$ cat src/logic/pmd_pkg.sv
// Package for the peripheral disable register block.
// Assumes an AXI4-Lite master in the same clock domain.
package pmd_pkg;

  // ************************************************************
  // Register map
  // ************************************************************
  localparam logic [3:0] CTRL_TWO_ADDR = 4'h0;
  localparam logic [15:0] CTRL_TWO_RESET = 16'h0000;
  localparam logic [15:0] CTRL_TWO_MASK = 16'h0422;
  localparam int COMPARATOR_OFF_POS = 10;
  localparam int ENCODER_TWO_OFF_POS = 5;
  localparam int I2C_SECOND_OFF_POS = 1;

  // ************************************************************
  // Bus constants
  // ************************************************************
  localparam logic [1:0] RESP_OKAY = 2'h0;
  localparam logic [1:0] RESP_SLVERR = 2'h2;

  typedef struct packed {
    logic comparator_off;
    logic encoder_two_off;
    logic i2c_second_off;
  } pmd_disable_t;

endpackage : pmd_pkg

$ cat src/logic/pmd_regs.sv
// Peripheral disable control register two behind an AXI4-Lite slave.
// Assumes one clock, synchronous active-low reset, one write and one read at a time.
module pmd_regs (
  input wire logic i_clk, // 25 MHz clock
  input wire logic i_rst_n, // Synchronous reset, active low
  input wire logic [3:0] i_awaddr, // Write address
  input wire logic i_awvalid, // Write address valid
  output logic o_awready, // Write address ready
  input wire logic [31:0] i_wdata, // Write data
  input wire logic [3:0] i_wstrb, // Write byte strobes
  input wire logic i_wvalid, // Write data valid
  output logic o_wready, // Write data ready
  output logic [1:0] o_bresp, // Write response
  output logic o_bvalid, // Write response valid
  input wire logic i_bready, // Write response ready
  input wire logic [3:0] i_araddr, // Read address
  input wire logic i_arvalid, // Read address valid
  output logic o_arready, // Read address ready
  output logic [31:0] o_rdata, // Read data
  output logic [1:0] o_rresp, // Read response
  output logic o_rvalid, // Read data valid
  input wire logic i_rready, // Read data ready
  output pmd_pkg::pmd_disable_t o_disable // Per-module disable levels
);

  // ************************************************************
  // Write channel
  // ************************************************************
  logic aw_held, next_aw_held;
  logic [3:0] aw_addr, next_aw_addr;
  logic w_held, next_w_held;
  logic [31:0] w_data, next_w_data;
  logic [3:0] w_strb, next_w_strb;
  logic [15:0] ctrl_two, next_ctrl_two;
  logic [1:0] bresp, next_bresp;
  logic bvalid, next_bvalid;
  logic awready, next_awready;
  logic wready, next_wready;
  logic write_commit;
  logic write_mapped;

  assign write_commit = aw_held && w_held;
  assign write_mapped = aw_addr[3:2] == pmd_pkg::CTRL_TWO_ADDR[3:2];

  always_comb begin
    next_aw_held = aw_held;
    next_aw_addr = aw_addr;
    next_w_held = w_held;
    next_w_data = w_data;
    next_w_strb = w_strb;
    next_ctrl_two = ctrl_two;
    next_bresp = bresp;
    next_bvalid = bvalid;
    if (i_awvalid && !aw_held && !bvalid) begin
      next_aw_held = 1'b1;
      next_aw_addr = i_awaddr;
    end
    if (i_wvalid && !w_held && !bvalid) begin
      next_w_held = 1'b1;
      next_w_data = i_wdata;
      next_w_strb = i_wstrb;
    end
    if (aw_held && w_held) begin
      next_aw_held = 1'b0;
      next_w_held = 1'b0;
      next_bvalid = 1'b1;
      if (aw_addr[3:2] == pmd_pkg::CTRL_TWO_ADDR[3:2]) begin
        next_bresp = pmd_pkg::RESP_OKAY;
        if (w_strb[0]) begin
          next_ctrl_two[7:0] = w_data[7:0] & pmd_pkg::CTRL_TWO_MASK[7:0];
        end
        if (w_strb[1]) begin
          next_ctrl_two[15:8] = w_data[15:8] & pmd_pkg::CTRL_TWO_MASK[15:8];
        end
      end else begin
        next_bresp = pmd_pkg::RESP_SLVERR;
      end
    end else if (bvalid && i_bready) begin
      next_bvalid = 1'b0;
    end
    // Ready flops follow the next hold flags and the next bvalid so the ports come from registers
    next_awready = !next_aw_held && !next_bvalid;
    next_wready = !next_w_held && !next_bvalid;
  end

  always_ff @(posedge i_clk) begin
    if (!i_rst_n) begin
      aw_held <= 1'b0;
      aw_addr <= 4'h0;
      w_held <= 1'b0;
      w_data <= 32'h0000_0000;
      w_strb <= 4'h0;
      ctrl_two <= pmd_pkg::CTRL_TWO_RESET;
      bresp <= pmd_pkg::RESP_OKAY;
      bvalid <= 1'b0;
      awready <= 1'b1;
      wready <= 1'b1;
    end else begin
      aw_held <= next_aw_held;
      aw_addr <= next_aw_addr;
      w_held <= next_w_held;
      w_data <= next_w_data;
      w_strb <= next_w_strb;
      ctrl_two <= next_ctrl_two;
      bresp <= next_bresp;
      bvalid <= next_bvalid;
      awready <= next_awready;
      wready <= next_wready;
    end
  end

  // ************************************************************
  // Disable outputs
  // ************************************************************
  pmd_pkg::pmd_disable_t dis, next_dis;

  // Disable levels track the register one clock behind
  always_comb begin
    next_dis.comparator_off = ctrl_two[pmd_pkg::COMPARATOR_OFF_POS];
    next_dis.encoder_two_off = ctrl_two[pmd_pkg::ENCODER_TWO_OFF_POS];
    next_dis.i2c_second_off = ctrl_two[pmd_pkg::I2C_SECOND_OFF_POS];
  end

  always_ff @(posedge i_clk) begin
    if (!i_rst_n) begin
      dis <= '0;
    end else begin
      dis <= next_dis;
    end
  end

  // ************************************************************
  // Read channel
  // ************************************************************
  logic [31:0] rdata, next_rdata;
  logic [1:0] rresp, next_rresp;
  logic rvalid, next_rvalid;
  logic arready, next_arready;

  always_comb begin
    next_rdata = rdata;
    next_rresp = rresp;
    next_rvalid = rvalid;
    next_arready = !rvalid && !(i_arvalid && arready);
    if (i_arvalid && arready) begin
      next_rvalid = 1'b1;
      if (i_araddr[3:2] == pmd_pkg::CTRL_TWO_ADDR[3:2]) begin
        next_rdata = {16'h0000, ctrl_two & pmd_pkg::CTRL_TWO_MASK};
        next_rresp = pmd_pkg::RESP_OKAY;
      end else begin
        next_rdata = 32'h0000_0000;
        next_rresp = pmd_pkg::RESP_SLVERR;
      end
    end else if (rvalid && i_rready) begin
      next_rvalid = 1'b0;
      next_arready = 1'b1;
    end
  end

  always_ff @(posedge i_clk) begin
    if (!i_rst_n) begin
      rdata <= 32'h0000_0000;
      rresp <= pmd_pkg::RESP_OKAY;
      rvalid <= 1'b0;
      arready <= 1'b0;
    end else begin
      rdata <= next_rdata;
      rresp <= next_rresp;
      rvalid <= next_rvalid;
      arready <= next_arready;
    end
  end

  assign o_awready = awready;
  assign o_wready = wready;
  assign o_bresp = bresp;
  assign o_bvalid = bvalid;
  assign o_arready = arready;
  assign o_rdata = rdata;
  assign o_rresp = rresp;
  assign o_rvalid = rvalid;
  assign o_disable = dis;

  // ************************************************************
  // Checks: register and disable outputs
  // ************************************************************
  comparator_follow_a: assert property (@(posedge i_clk) disable iff (!i_rst_n)
    ##1 dis.comparator_off == $past(ctrl_two[pmd_pkg::COMPARATOR_OFF_POS]))
    else $error("comparator disable lags register");

  encoder_follow_a: assert property (@(posedge i_clk) disable iff (!i_rst_n)
    ##1 dis.encoder_two_off == $past(ctrl_two[pmd_pkg::ENCODER_TWO_OFF_POS]))
    else $error("encoder disable lags register");

  i2c_follow_a: assert property (@(posedge i_clk) disable iff (!i_rst_n)
    ##1 dis.i2c_second_off == $past(ctrl_two[pmd_pkg::I2C_SECOND_OFF_POS]))
    else $error("i2c disable lags register");

  comparator_set_a: assert property (@(posedge i_clk) disable iff (!i_rst_n)
    $rose(ctrl_two[pmd_pkg::COMPARATOR_OFF_POS]) |=> dis.comparator_off)
    else $error("comparator disable not raised next clock");

  clear_release_a: assert property (@(posedge i_clk) disable iff (!i_rst_n)
    $fell(ctrl_two[pmd_pkg::COMPARATOR_OFF_POS]) |=> !dis.comparator_off)
    else $error("disable not released next clock");

  encoder_release_a: assert property (@(posedge i_clk) disable iff (!i_rst_n)
    $fell(ctrl_two[pmd_pkg::ENCODER_TWO_OFF_POS]) |=> !dis.encoder_two_off)
    else $error("encoder disable not released next clock");

  i2c_release_a: assert property (@(posedge i_clk) disable iff (!i_rst_n)
    $fell(ctrl_two[pmd_pkg::I2C_SECOND_OFF_POS]) |=> !dis.i2c_second_off)
    else $error("i2c disable not released next clock");

  unused_zero_a: assert property (@(posedge i_clk) disable iff (!i_rst_n)
    (ctrl_two & ~pmd_pkg::CTRL_TWO_MASK) == 16'h0000)
    else $error("unimplemented bit set");

  read_zero_a: assert property (@(posedge i_clk) disable iff (!i_rst_n)
    rvalid |-> (rdata & ~{16'h0000, pmd_pkg::CTRL_TWO_MASK}) == 32'h0000_0000)
    else $error("read shows unimplemented bit");

  write_done_a: assert property (@(posedge i_clk) disable iff (!i_rst_n)
    (write_commit && write_mapped && w_strb[1]) |=> ctrl_two[pmd_pkg::COMPARATOR_OFF_POS] == $past(w_data[10]))
    else $error("bit 10 write lost");

  encoder_write_a: assert property (@(posedge i_clk) disable iff (!i_rst_n)
    (write_commit && write_mapped && w_strb[0]) |=> ctrl_two[pmd_pkg::ENCODER_TWO_OFF_POS] == $past(w_data[5]))
    else $error("bit 5 write lost");

  i2c_write_a: assert property (@(posedge i_clk) disable iff (!i_rst_n)
    (write_commit && write_mapped && w_strb[0]) |=> ctrl_two[pmd_pkg::I2C_SECOND_OFF_POS] == $past(w_data[1]))
    else $error("bit 1 write lost");

  write_low_a: assert property (@(posedge i_clk) disable iff (!i_rst_n)
    (write_commit && write_mapped && w_strb[0]) |=>
    ##1 dis.i2c_second_off == $past(w_data[pmd_pkg::I2C_SECOND_OFF_POS], 2))
    else $error("bit 1 write not on output");

  ctrl_hold_a: assert property (@(posedge i_clk) disable iff (!i_rst_n)
    !write_commit |=> $stable(ctrl_two))
    else $error("register changed without a write");

  unmapped_keep_a: assert property (@(posedge i_clk) disable iff (!i_rst_n)
    (write_commit && !write_mapped) |=> $stable(ctrl_two))
    else $error("unmapped write changed register");

  high_lane_keep_a: assert property (@(posedge i_clk) disable iff (!i_rst_n)
    (write_commit && !w_strb[1]) |=> $stable(ctrl_two[15:8]))
    else $error("high byte written without strobe");

  low_lane_keep_a: assert property (@(posedge i_clk) disable iff (!i_rst_n)
    (write_commit && !w_strb[0]) |=> $stable(ctrl_two[7:0]))
    else $error("low byte written without strobe");

  read_match_a: assert property (@(posedge i_clk) disable iff (!i_rst_n)
    (i_arvalid && arready && i_araddr[3:2] == pmd_pkg::CTRL_TWO_ADDR[3:2]) |=>
    rdata == {16'h0000, $past(ctrl_two)} && rresp == pmd_pkg::RESP_OKAY)
    else $error("read data differs from register");

  // ************************************************************
  // Checks: write bus
  // ************************************************************
  aw_taken_a: assert property (@(posedge i_clk) disable iff (!i_rst_n)
    (awready && i_awvalid) |=> !awready)
    else $error("write address ready stayed high");

  w_taken_a: assert property (@(posedge i_clk) disable iff (!i_rst_n)
    (wready && i_wvalid) |=> !wready)
    else $error("write data ready stayed high");

  write_answer_a: assert property (@(posedge i_clk) disable iff (!i_rst_n)
    write_commit |=> bvalid)
    else $error("write response missing");

  write_okay_a: assert property (@(posedge i_clk) disable iff (!i_rst_n)
    (write_commit && write_mapped) |=> bresp == pmd_pkg::RESP_OKAY)
    else $error("mapped write not answered okay");

  write_slverr_a: assert property (@(posedge i_clk) disable iff (!i_rst_n)
    (write_commit && !write_mapped) |=> bresp == pmd_pkg::RESP_SLVERR)
    else $error("unmapped write not answered with error");

  bvalid_hold_a: assert property (@(posedge i_clk) disable iff (!i_rst_n)
    (bvalid && !i_bready) |=> bvalid && $stable(bresp))
    else $error("write response dropped early");

  bvalid_clear_a: assert property (@(posedge i_clk) disable iff (!i_rst_n)
    (bvalid && i_bready) |=> !bvalid && awready && wready)
    else $error("write response not retired");

  // ************************************************************
  // Checks: read bus
  // ************************************************************
  read_answer_a: assert property (@(posedge i_clk) disable iff (!i_rst_n)
    (i_arvalid && arready) |=> rvalid && !arready)
    else $error("read response missing");

  read_slverr_a: assert property (@(posedge i_clk) disable iff (!i_rst_n)
    (i_arvalid && arready && i_araddr[3:2] != pmd_pkg::CTRL_TWO_ADDR[3:2]) |=>
    rresp == pmd_pkg::RESP_SLVERR && rdata == 32'h0000_0000)
    else $error("unmapped read not answered with error");

  rvalid_hold_a: assert property (@(posedge i_clk) disable iff (!i_rst_n)
    (rvalid && !i_rready) |=> rvalid && $stable(rdata) && $stable(rresp))
    else $error("read response dropped early");

  rvalid_clear_a: assert property (@(posedge i_clk) disable iff (!i_rst_n)
    (rvalid && i_rready) |=> !rvalid && arready)
    else $error("read response not retired");

  ar_block_a: assert property (@(posedge i_clk) disable iff (!i_rst_n)
    rvalid |-> !arready)
    else $error("read address ready while answer pending");

endmodule : pmd_regs

$ cat config.mk
export PLATFORM = sky130hd
export DESIGN_NAME = pmd_regs
export DESIGN_NICKNAME = d
export VERILOG_FILES = /design/src/logic/pmd_pkg.sv /design/src/logic/pmd_regs.sv
export SDC_FILE = /design/constraint.sdc
export NUM_CORES = 1
export LEC_CHECK = 0
export ABC_AREA = 1
export BUFFER_PORTS_ARGS = -buffer_cell sky130_fd_sc_hd__buf_2
export CAP_MARGIN = 25
export CORE_MARGIN = 2
export CORE_UTILIZATION = 38
export DETAILED_ROUTE_END_ITERATION = 8
export PLACE_DENSITY_LB_ADDON = 0.08
export SYNTH_ARGS = -nofsm -noshare
export SYNTH_HDL_FRONTEND = slang
export SYNTH_SLANG_ARGS = --single-unit
$ cat constraint.sdc
create_clock -name i_clk -period 1.17 [get_ports i_clk]
set_clock_uncertainty 0.2 [all_clocks]
set_input_delay 0.117 -clock i_clk [delete_from_list [all_inputs] [get_ports i_clk]]
set_output_delay 0.117 -clock i_clk [all_outputs]
set_load 0.005 [all_outputs]
==> results of run 1 <==
==> worst max path at each step <==
stage / slack, ns / end / from
global route: -0.03 / w_data[5]$_SDFFE_PN0P_ / o_bvalid$_SDFF_PN0_
CTS: 0.009 / ctrl_two[1]$_SDFFE_PN0P_ / w_held$_SDFF_PN0_
finish: 0.03 / o_bvalid / o_bvalid$_SDFF_PN0_
global placement: 0.05 / ctrl_two[1]$_SDFFE_PN0P_ / w_held$_SDFF_PN0_
detailed placement: 0.03 / o_wready$_SDFF_PN1_ / o_bvalid$_SDFF_PN0_
floorplan: 0.12 / ctrl_two[10]$_SDFFE_PN0P_ / w_held$_SDFF_PN0_
==> kinds of logic after synthesis <==
kind of cell | Yosys count
DFF | 25
AOI/OAI and AO/OA | 19
other | 1
buffers and inverters | 56
and+or+nand+nor | 52
==> routing by layer <==
layer	vias up	routed length, um	GRT usage (%)
li1	506	-	-
met1	430	944	15.5
met2	28	1000	21.2
met3	2	111	2.84
met4	0	13	3.81
met5	-	0	0
==> cell usage after synthesis (all sizes together) <==
cell	n	area, um2
buf	32	240
nand2	21	81.3
conb	1	3.75
o21ai	8	51.3
a21oi	11	55.1
nor2	15	66.3
nand3	16	85.1
dfxtp	25	500
inv	24	90.1
==> area by class of cell <==
cell class                 count  area, um2
timing repair buffer          46        313
multi-input combinational    102        478
fill                         307       1540
sequential                    25        510
inverter                      24       92.6
clock buffer                   3       22.5
tap                           33       41.3
clock inverter                 1       5.00
==> per-stage QoR <==
step / cell area (um2) / power [mW] / instances / util [%] / hold WS, ns
floorplan: 1290 / 1.14 / 183 / - / 0.0286
global placement: 1260 / 1.15 / 216 / 41.9 / 0.186
detailed placement: 1260 / 1.15 / 216 / 41.9 / 0.194
CTS: 1430 / 1.57 / 234 / 47.5 / -0.0195
global route: 1460 / 1.65 / 234 / 48.7 / 0.00266
finish: 1460 / 1.56 / 234 / 48.7 / -0.00951
==> state kept, by name (all words and copies together) (netlist names), 2 cells and up <==
signal	flops
w_strb	2
ctrl_two	3
o_rdata	3
aw_addr	2
o_disable	3
w_data	3
==> power by group <==
| part | switching (mW) | leakage [nW] | internal, mW |
|---|---|---|---|
| clock network | 0.250 | 0.0177 | 0.128 |
| registers | 0.0289 | 0.206 | 0.895 |
| logic | 0.138 | 0.545 | 0.117 |
==> what timing repair did <==
item	CTS	global route
buffers inserted	0	0
endpoints found under the setup margin	1	17
pin swaps	0	1
hold buffers	14	0
gates resized for setup	1	15
hold endpoints to repair	18	0
==> impl_metrics.csv, run 1 <==
group,metric,value,unit
route,antenna_violating_nets_left,0,
timing,timing_max_transition_violations_final,0,
critical_path,maximum_fanout_along_the_worst_path,4,
critical_path,r2r_end,"w_data[10]$_SDFFE_PN0P_",
synthesis,netlist_area,0.00117,mm2
cells_and_area,most-common-layout-cells,"31 x conb_1, 27 x buf_2, 21 x dfxtp_1",
cells_and_area,antennaDiodeCount,0,
die,num_io_pins,95,
die,initial_standard_cell_utilization_of_the_core,39.1,%
cells_and_area,final_layout_size_suffix_gt1_share,27.4,%
synthesis,synth_adder_area_share,0,%
worst_hold_path,hp-class,"in -> reg",
timing,setup_repair_after_global_routing_missed_its_margin,"true",
critical_path,cp_slowest_cell,"dfxtp_2",
synthesis,synthCells,153,
die,die-area,0.00355,mm2
synthesis,count_of_different_cell_masters_after_synthesis,16,
route,totalWireLength,2070,um
place,post-place-ws,0.0266,ns
timing,holdWs,-0.00951,ns
synthesis,postSynthAreaPerCell,7.67,um2
synthesis,synth-simple-area-share,19.8,%
route,routed_via_density,4.13,
grt,maximum_number_of_pins_on_one_net_before_global_route_repair,15,
timing,fmaxAchievable,876,MHz
clock_network,cts.root.buffer_cell,"clkbuf_4",
worst_hold_path,hold_path_startpoint,"i_wvalid",
clock_network,clkSinkCount,25,
timing,final_min_period_over_clock_period,97.5,%
synthesis,synthMuxAreaShare,0,%
timing,final.setup.tns,0,ns
clock_network,tritoncts,"done",
synthesis,synth_compound_area_share,9.06,%
critical_path,cp_data_required_time,0.85,ns
critical_path,critical_path.n_buffers_inverters,1,
place,gp_congestion,0.695,
critical_path,worst_r2r_startpoint,"o_bvalid$_SDFF_PN0_",
pwr,power-per-cell-area,1060,mW/mm2
status,outcome,"finished, violations left",
critical_path,crit_path_cell_trace,"buf_2",
grt,grt_pass1_wl,3420,um
critical_path,timing_worst_setup_path_type,"reg -> out",
critical_path,ff2ff_path_depth,3,
worst_hold_path,worstHoldPathCells,5,
critical_path,critPathTopFamily,"flip-flops",
route,detail_route.first_pass.iterations,4,
critical_path,critical_path_cell_count,1,
die,rows,20,
flow_run,maxCapViolCount,0,
critical_path,ff2ff_setup_slack,0.04,ns
critical_path,crit_end_category,"output pin",
grt,grt_usage,12.4,%
route,drt_iter0_drcs,22,
cells_and_area,area_growth,24.6,%
critical_path,worst_path_largest_cell_delay,0.39,ns
die,floorplan.die.width,59.6,um
critical_path,startpoint_type,"flip-flop",
grt,antenna_found_initial,0,
cells_and_area,layout.cells.most_common,"conb_1",
timing,final-hold-violation-count,5,
pwr,vdd_drop_max,0.544,mV
grt,grt_overflow_total,0,
synthesis,dominant_combinational_cell_family_by_area_after_synthesis,"buffers and inverters",
die,core_region_area,0.00300,mm2
status,failed_checks,"hold timing",
clock_network,clock_latency,0.32,ns
place,dp.final_hpwl,1600,um
route,routed-via-count,966,
pwr,power_leakage,0.769,nW
critical_path,arrival_time_of_data_at_the_critical_path_endpoint,0.82,ns
synthesis,sequential_fraction_of_the_synthesis_area,42.6,%
timing,timing.final.ws_setup,0.0289,ns
clock_network,cts_buffers,3,
timing,timing.final.crit_period,1.14,ns
route,drc_errors,0,
synthesis,synthesis.yosys.warnings,0,
clock_network,cts_htree_levels,1,
clock_network,clk_pin_slew,0.14,ns
route,wire_per_inst,8.85,um
clock_network,clk_path_buf_depth,2,
synthesis,postSynthRegisterBits,25,
place,port_buffers,28,
worst_hold_path,worst_hold_path_endpoint,"w_strb[1]$_SDFFE_PN0P_",
die,fp.dieH,59.6,um
grt,first_global_vias,835,
timing,finalSetupViolCount,0,
synthesis,post_synthesis_share_of_cell_area_spent_on_xor_and_xnor_gates,0,%
cells_and_area,final_net_count,253,
Note: power is estimated with default switching activity, not from simulation.
==> run 2, diff against run 1 <==
ABC_AREA = 0   (was 1)
CTS_BUF_LIST = sky130_fd_sc_hd__clkbuf_4 sky130_fd_sc_hd__clkbuf_8 sky130_fd_sc_hd__clkbuf_16   (was unset)
SKIP_CTS_REPAIR_TIMING = 1   (was unset)
==> impl_metrics.csv, run 2 <==
group,metric,value,unit
worst_hold_path,worstHoldPathCells,2,
synthesis,synth_common_cells,"31 x buf_4, 25 x dfxtp_1, 14 x nor2b_1, 7 x mux2i_1",
timing,final_min_period_over_clock_period,109,%
route,drt_iter0_drcs,15,
place,post-place-cells,175,
cells_and_area,most-common-layout-cells,"31 x conb_1, 28 x buf_2, 20 x dfxtp_1",
timing,fmaxAchievable,784,MHz
place,port_buffers,28,
status,outcome,"finished, violations left",
timing,timing.final.ws_setup,-0.106,ns
critical_path,crit_end_category,"flip-flop",
die,initial_standard_cell_utilization_of_the_core,40.9,%
die,floorplan.die.width,59.0,um
pwr,internal-power,1.16,mW
cells_and_area,area_growth,23.2,%
cells_and_area,layout.cells.most_common,"conb_1",
cells_and_area,final_cell_count_no_fill,189,
synthesis,top_cell_type_s_share_of_synthesized_area,43.6,%
timing,holdWs,-0.0916,ns
clock_network,clk_pin_slew,0.14,ns
synthesis,synthesis.yosys.warnings,0,
grt,grt_most_used_layer,"met2",
grt,gr-usage-met2,17.6,%
cells_and_area,final.fill_count,265,
place,postPlaceCellArea,0.00128,mm2
pwr,clkPwrFrac,24.6,%
flow_run,maxCapViolCount,0,
grt,grt_overflow_total,0,
pwr,vdd_drop_max,0.476,mV
worst_hold_path,hold_path_startpoint,"i_rst_n",
synthesis,count_of_different_cell_masters_after_synthesis,24,
clock_network,cts.root.buffer_cell,"clkbuf_4",
grt,grt_usage,11.0,%
route,wire_per_inst,10.1,um
place,post-place-ws,-0.0918,ns
pwr,seq_power_share,59.5,%
timing,finalSetupViolCount,13,
route,detail_route.first_pass.iterations,5,
critical_path,arrival_time_of_data_at_the_critical_path_endpoint,1.30,ns
place,dp.final_hpwl,1430,um
synthesis,synthCells,111,
critical_path,maximum_fanout_along_the_worst_path,4,
timing,final-hold-violation-count,8,
route,routed-via-count,810,
critical_path,cp_data_required_time,1.19,ns
pwr,power-per-cell-area,1100,mW/mm2
clock_network,cts_buffers,3,
synthesis,synthDominantAreaCellType,"dfxtp_1",
grt,met1_usage,12.8,%
critical_path,ff2ff_path_depth,3,
cells_and_area,final_net_count,210,
status,failed_checks,"DRC, hold timing, setup timing",
synthesis,sequential_fraction_of_the_synthesis_area,43.6,%
grt,first_global_vias,655,
grt,antenna_found_initial,0,
synthesis,postSynthRegisterBits,25,
cells_and_area,post-route-cell-area,0.00142,mm2
critical_path,timing_worst_setup_path_type,"reg -> reg",
die,fp.dieH,59.0,um
synthesis,synth-edff-count,0,
synthesis,post_synth_main_area_contributors,"dfxtp_1 44%, buf_4 20%, nor2b_1 7.6%, mux2i_1 6.1%, a22oi_1 2.0%",
worst_hold_path,worst_hold_path_endpoint,"o_rdata[5]$_SDFFE_PN0N_",
grt,grt_pass1_wl,2810,um
clock_network,clk_path_buf_depth,2,
synthesis,async_reset_ff_share,0,%
clock_network,cts_htree_levels,1,
pwr,power.share.switching,24.9,%
critical_path,startpoint_type,"flip-flop",
synthesis,postSynthAreaPerCell,10.3,um2
grt,use_met3,2.62,%
critical_path,worst_r2r_startpoint,"aw_held$_SDFF_PN0_",
grt,maximum_number_of_pins_on_one_net_before_global_route_repair,15,
place,gp_congestion,0.693,
timing,timing_max_transition_violations_final,0,
route,routed_via_density,4.29,
pwr,power_leakage,0.681,nW
critical_path,r2r_end,"aw_addr[3]$_SDFFE_PN0P_",
die,die-area,0.00348,mm2
cells_and_area,final_layout_size_suffix_gt1_share,34.2,%
route,totalWireLength,1910,um
clock_network,clock_latency,0.31,ns
critical_path,ff2ff_setup_slack,-0.11,ns
clock_network,tritoncts,"done",
timing,setup_repair_after_global_routing_missed_its_margin,"true",
pwr,power_switching,386,uW
route,antenna_violating_nets_left,0,
synthesis,synthFlopType,"dfxtp_1",
clock_network,clkSinkCount,25,
synthesis,synthMostInstantiatedCell,"buf_4",
die,rows,19,
worst_hold_path,hp-class,"in -> reg",
pwr,combPwrFrac,15.8,%
cells_and_area,antennaDiodeCount,0,
timing,timing.final.crit_period,1.28,ns
die,num_io_pins,95,
die,core_region_area,0.00281,mm2
synthesis,netlist_area,0.00115,mm2
pwr,total_power,1.55,mW
route,drc_errors,7,
[run 2: cell count changes after synthesis, moves of 8 or more]
cell	delta
a21oi_1	-8
nor2b_1	+14
nand3_1	-15
inv_1	-21
nand2_1	-18
nor2_1	-13
[run 2: logic make-up (layout without fill, tap and decap cells)]
group / after synthesis / after routing / share of synthesized area [%]
and+or+nand+nor: 30 / 30 / 19.3
buffers and inverters: 33 / 50 / 20.9
AOI/OAI and AO/OA: 15 / 15 / 9.80
DFF: 25 / 25 / 43.6
muxes: 7 / 7 / 6.10
other: 1 / 31 / 0.326
[run 2: final cells by class]
type	count	area, um2	share of cell area [%]
clock inverters	1	5.00	0.354
well taps	31	38.8	2.74
clock buffers	3	22.5	1.59
multi-input cells	83	529	37.4
repair buffers	46	313	22.1
flip-flops and latches	25	507	35.8
[run 2: layer usage]
| metal | vias to the layer above | wire length [um] | share of wire (%) |
|---|---|---|---|
| li1 | 406 | - | - |
| met1 | 362 | 862 | 45 |
| met2 | 40 | 883 | 46 |
| met3 | 2 | 140 | 7.3 |
| met4 | 0 | 27 | 1.4 |
| met5 | - | 0 | 0 |
[run 2: how the worst max path moves through the flow]
stage               slack, ns                     from  cells after the start                        end
finish                  -0.11       aw_held$_SDFF_PN0_                      3    aw_addr[3]$_SDFFE_PN0P_
global route            -0.22       aw_held$_SDFF_PN0_                      3    aw_addr[3]$_SDFFE_PN0P_
CTS                     -0.11      o_bvalid$_SDFF_PN0_                      2                   o_bvalid
detailed placement      -0.09      o_bvalid$_SDFF_PN0_                      4     w_data[1]$_SDFFE_PN0P_
global placement        -0.09  aw_addr[2]$_SDFFE_PN0P_                      3  ctrl_two[10]$_SDFFE_PN0P_
floorplan               -0.09      o_bvalid$_SDFF_PN0_                      3    w_data[10]$_SDFFE_PN0P_
[run 2: worst max-delay path, stage by stage (launching register included)]
cell     delay [ns]
dfxtp_2        0.36
nor3b_2        0.33
mux2i_1        0.24
nor2b_1        0.06
[run 2: stage by stage]
step	util [%]	setup TNS (ns)
global route	50.4	-2.13
floorplan	-	-0.636
CTS	46.5	-1.16
global placement	45.5	-0.721
finish	50.4	-1.09
detailed placement	45.5	-0.830
[run 2: power groups by stage]
| stage | sequential [mW] | combinational [mW] | clock [mW] |
|---|---|---|---|
| final | 0.923 | 0.245 | 0.382 |
| after global routing | 0.929 | 0.275 | 0.437 |
| after CTS | 0.922 | 0.219 | 0.404 |
| after detailed placement | 0.941 | 0.218 | 0 |
| after global placement | 0.939 | 0.215 | 0 |
| after floorplan | 0.940 | 0.191 | 0 |
==> run 3, diff against run 2 <==
TNS_END_PERCENT = 20   (was unset)
==> impl_metrics.csv, run 3 (synthesis gave the netlist of run 2 again) <==
group,metric,value,unit
place,port_buffers,28,
critical_path,worst_r2r_startpoint,"aw_held$_SDFF_PN0_",
grt,grt_overflow_total,0,
grt,maximum_number_of_pins_on_one_net_before_global_route_repair,15,
die,core_region_area,0.00281,mm2
cells_and_area,final_cell_count_no_fill,192,
status,outcome,"finished, violations left",
critical_path,cp_data_required_time,1.19,ns
critical_path,maximum_fanout_along_the_worst_path,8,
place,dp.final_hpwl,1430,um
critical_path,r2r_end,"aw_addr[3]$_SDFFE_PN0P_",
critical_path,ff2ff_setup_slack,-0.11,ns
critical_path,arrival_time_of_data_at_the_critical_path_endpoint,1.40,ns
route,totalWireLength,1940,um
route,wire_per_inst,10.1,um
route,drt_iter0_drcs,12,
timing,holdWs,0.00760,ns
critical_path,worst_path_largest_cell_delay,0.64,ns
grt,grt_pass1_wl,2810,um
critical_path,critPathTopFamily,"buffers and inverters",
timing,timing_max_transition_violations_final,0,
cells_and_area,area_growth,25.2,%
timing,timing.final.crit_period,1.38,ns
route,antenna_violating_nets_left,0,
pwr,vdd_drop_max,0.477,mV
timing,final-hold-violation-count,0,
cells_and_area,antennaDiodeCount,0,
timing,final_min_period_over_clock_period,118,%
clock_network,cts_buffers,3,
die,floorplan.die.width,59.0,um
cells_and_area,layout.cells.most_common,"conb_1",
critical_path,cp_slowest_cell,"dlygate4sd3_1",
clock_network,cts_htree_levels,1,
clock_network,clk_pin_slew,0.14,ns
clock_network,clock_latency,0.31,ns
clock_network,clkSinkCount,25,
die,fp.dieH,59.0,um
cells_and_area,final_net_count,213,
timing,setup_repair_after_global_routing_missed_its_margin,"true",
clock_network,clk_path_buf_depth,2,
status,failed_checks,"DRC, setup timing",
timing,timing.final.ws_setup,-0.209,ns
cells_and_area,most-common-layout-cells,"31 x conb_1, 28 x buf_2, 21 x dfxtp_1",
die,rows,19,
timing,finalSetupViolCount,13,
worst_hold_path,hp-class,"in -> reg",
place,post-place-cells,175,
critical_path,ff2ff_path_depth,3,
die,num_io_pins,95,
worst_hold_path,hold_path_startpoint,"i_rst_n",
die,initial_standard_cell_utilization_of_the_core,40.9,%
critical_path,critical_path.n_buffers_inverters,2,
flow_run,maxCapViolCount,0,
worst_hold_path,worst_hold_path_endpoint,"w_data[1]$_SDFFE_PN0P_",
place,gp_congestion,0.693,
cells_and_area,final_layout_size_suffix_gt1_share,31.7,%
route,drc_errors,7,
critical_path,startpoint_type,"input port",
critical_path,crit_path_cell_trace,"buf_2 -> dlygate4sd3_1 -> and2_1 -> a21boi_0 -> a41o_1",
timing,fmaxAchievable,725,MHz
pwr,power_leakage,0.691,nW
critical_path,crit_end_category,"flip-flop",
pwr,power-per-cell-area,1080,mW/mm2
worst_hold_path,worstHoldPathCells,3,
clock_network,tritoncts,"done",
grt,first_global_vias,655,
clock_network,cts.root.buffer_cell,"clkbuf_4",
route,detail_route.first_pass.iterations,5,
route,routed_via_density,4.34,
grt,grt_usage,11.0,%
grt,antenna_found_initial,0,
critical_path,timing_worst_setup_path_type,"in -> reg",
die,die-area,0.00348,mm2
route,routed-via-count,833,
==> run 3: cell count changes in the layout (fill, tap and decap cells not counted), sizes merged <==
cell	change
dlygate4sd3	+3
==> run 3: cell type report <==
class	count	area, um2
clock inverters	1	5.00
clock buffers	3	22.5
multi-input cells	83	523
repair buffers	49	343
well taps	31	38.8
flip-flops and latches	25	505
fillers	266	1370
==> run 3: routing by layer <==
layer	global-route usage, %	part of all wire [%]	vias up
met5	0	0	-
met4	7.79	1.4	0
met3	2.62	7.2	2
met2	17.6	48	40
met1	12.8	43	378
li1	-	-	413
==> run 3: report_power, final <==
part	switching [mW]	internal [mW]	leakage [nW]	total, mW
clock network	0.255	0.128	0.0177	0.383
registers	0.0276	0.894	0.206	0.922
logic	0.105	0.148	0.467	0.253
total	0.387	1.17	0.691	1.56
==> run 3: worst max-delay path by stage <==
stage	endpoint	startpoint	cells past startpoint	slack (ns)
floorplan	w_data[10]$_SDFFE_PN0P_	o_bvalid$_SDFF_PN0_	3	-0.09
global placement	ctrl_two[10]$_SDFFE_PN0P_	aw_addr[2]$_SDFFE_PN0P_	3	-0.09
detailed placement	w_data[1]$_SDFFE_PN0P_	o_bvalid$_SDFF_PN0_	4	-0.09
CTS	o_bvalid	o_bvalid$_SDFF_PN0_	2	-0.11
global route	ctrl_two[10]$_SDFFE_PN0P_	i_rst_n	5	-0.23
finish	ctrl_two[10]$_SDFFE_PN0P_	i_rst_n	5	-0.21
==> run 3: stage by stage <==
step / area, um2 / setup slack (ns) / setup TNS [ns] / utilization, % / power [mW]
detailed placement: 1280 / -0.0918 / -0.830 / 45.5 / 1.16
global route: 1440 / -0.235 / -2.30 / 51.2 / 1.65
global placement: 1280 / -0.0877 / -0.721 / 45.5 / 1.15
floorplan: 1260 / -0.0878 / -0.636 / - / 1.13
finish: 1440 / -0.209 / -1.27 / 51.2 / 1.56
CTS: 1300 / -0.113 / -1.16 / 46.5 / 1.54
==> run 3: tightest hold or removal path: cells and delay by family <==
family	cells	cell delay, ns
buf+inv	2	0.25
simple gates	1	0.13
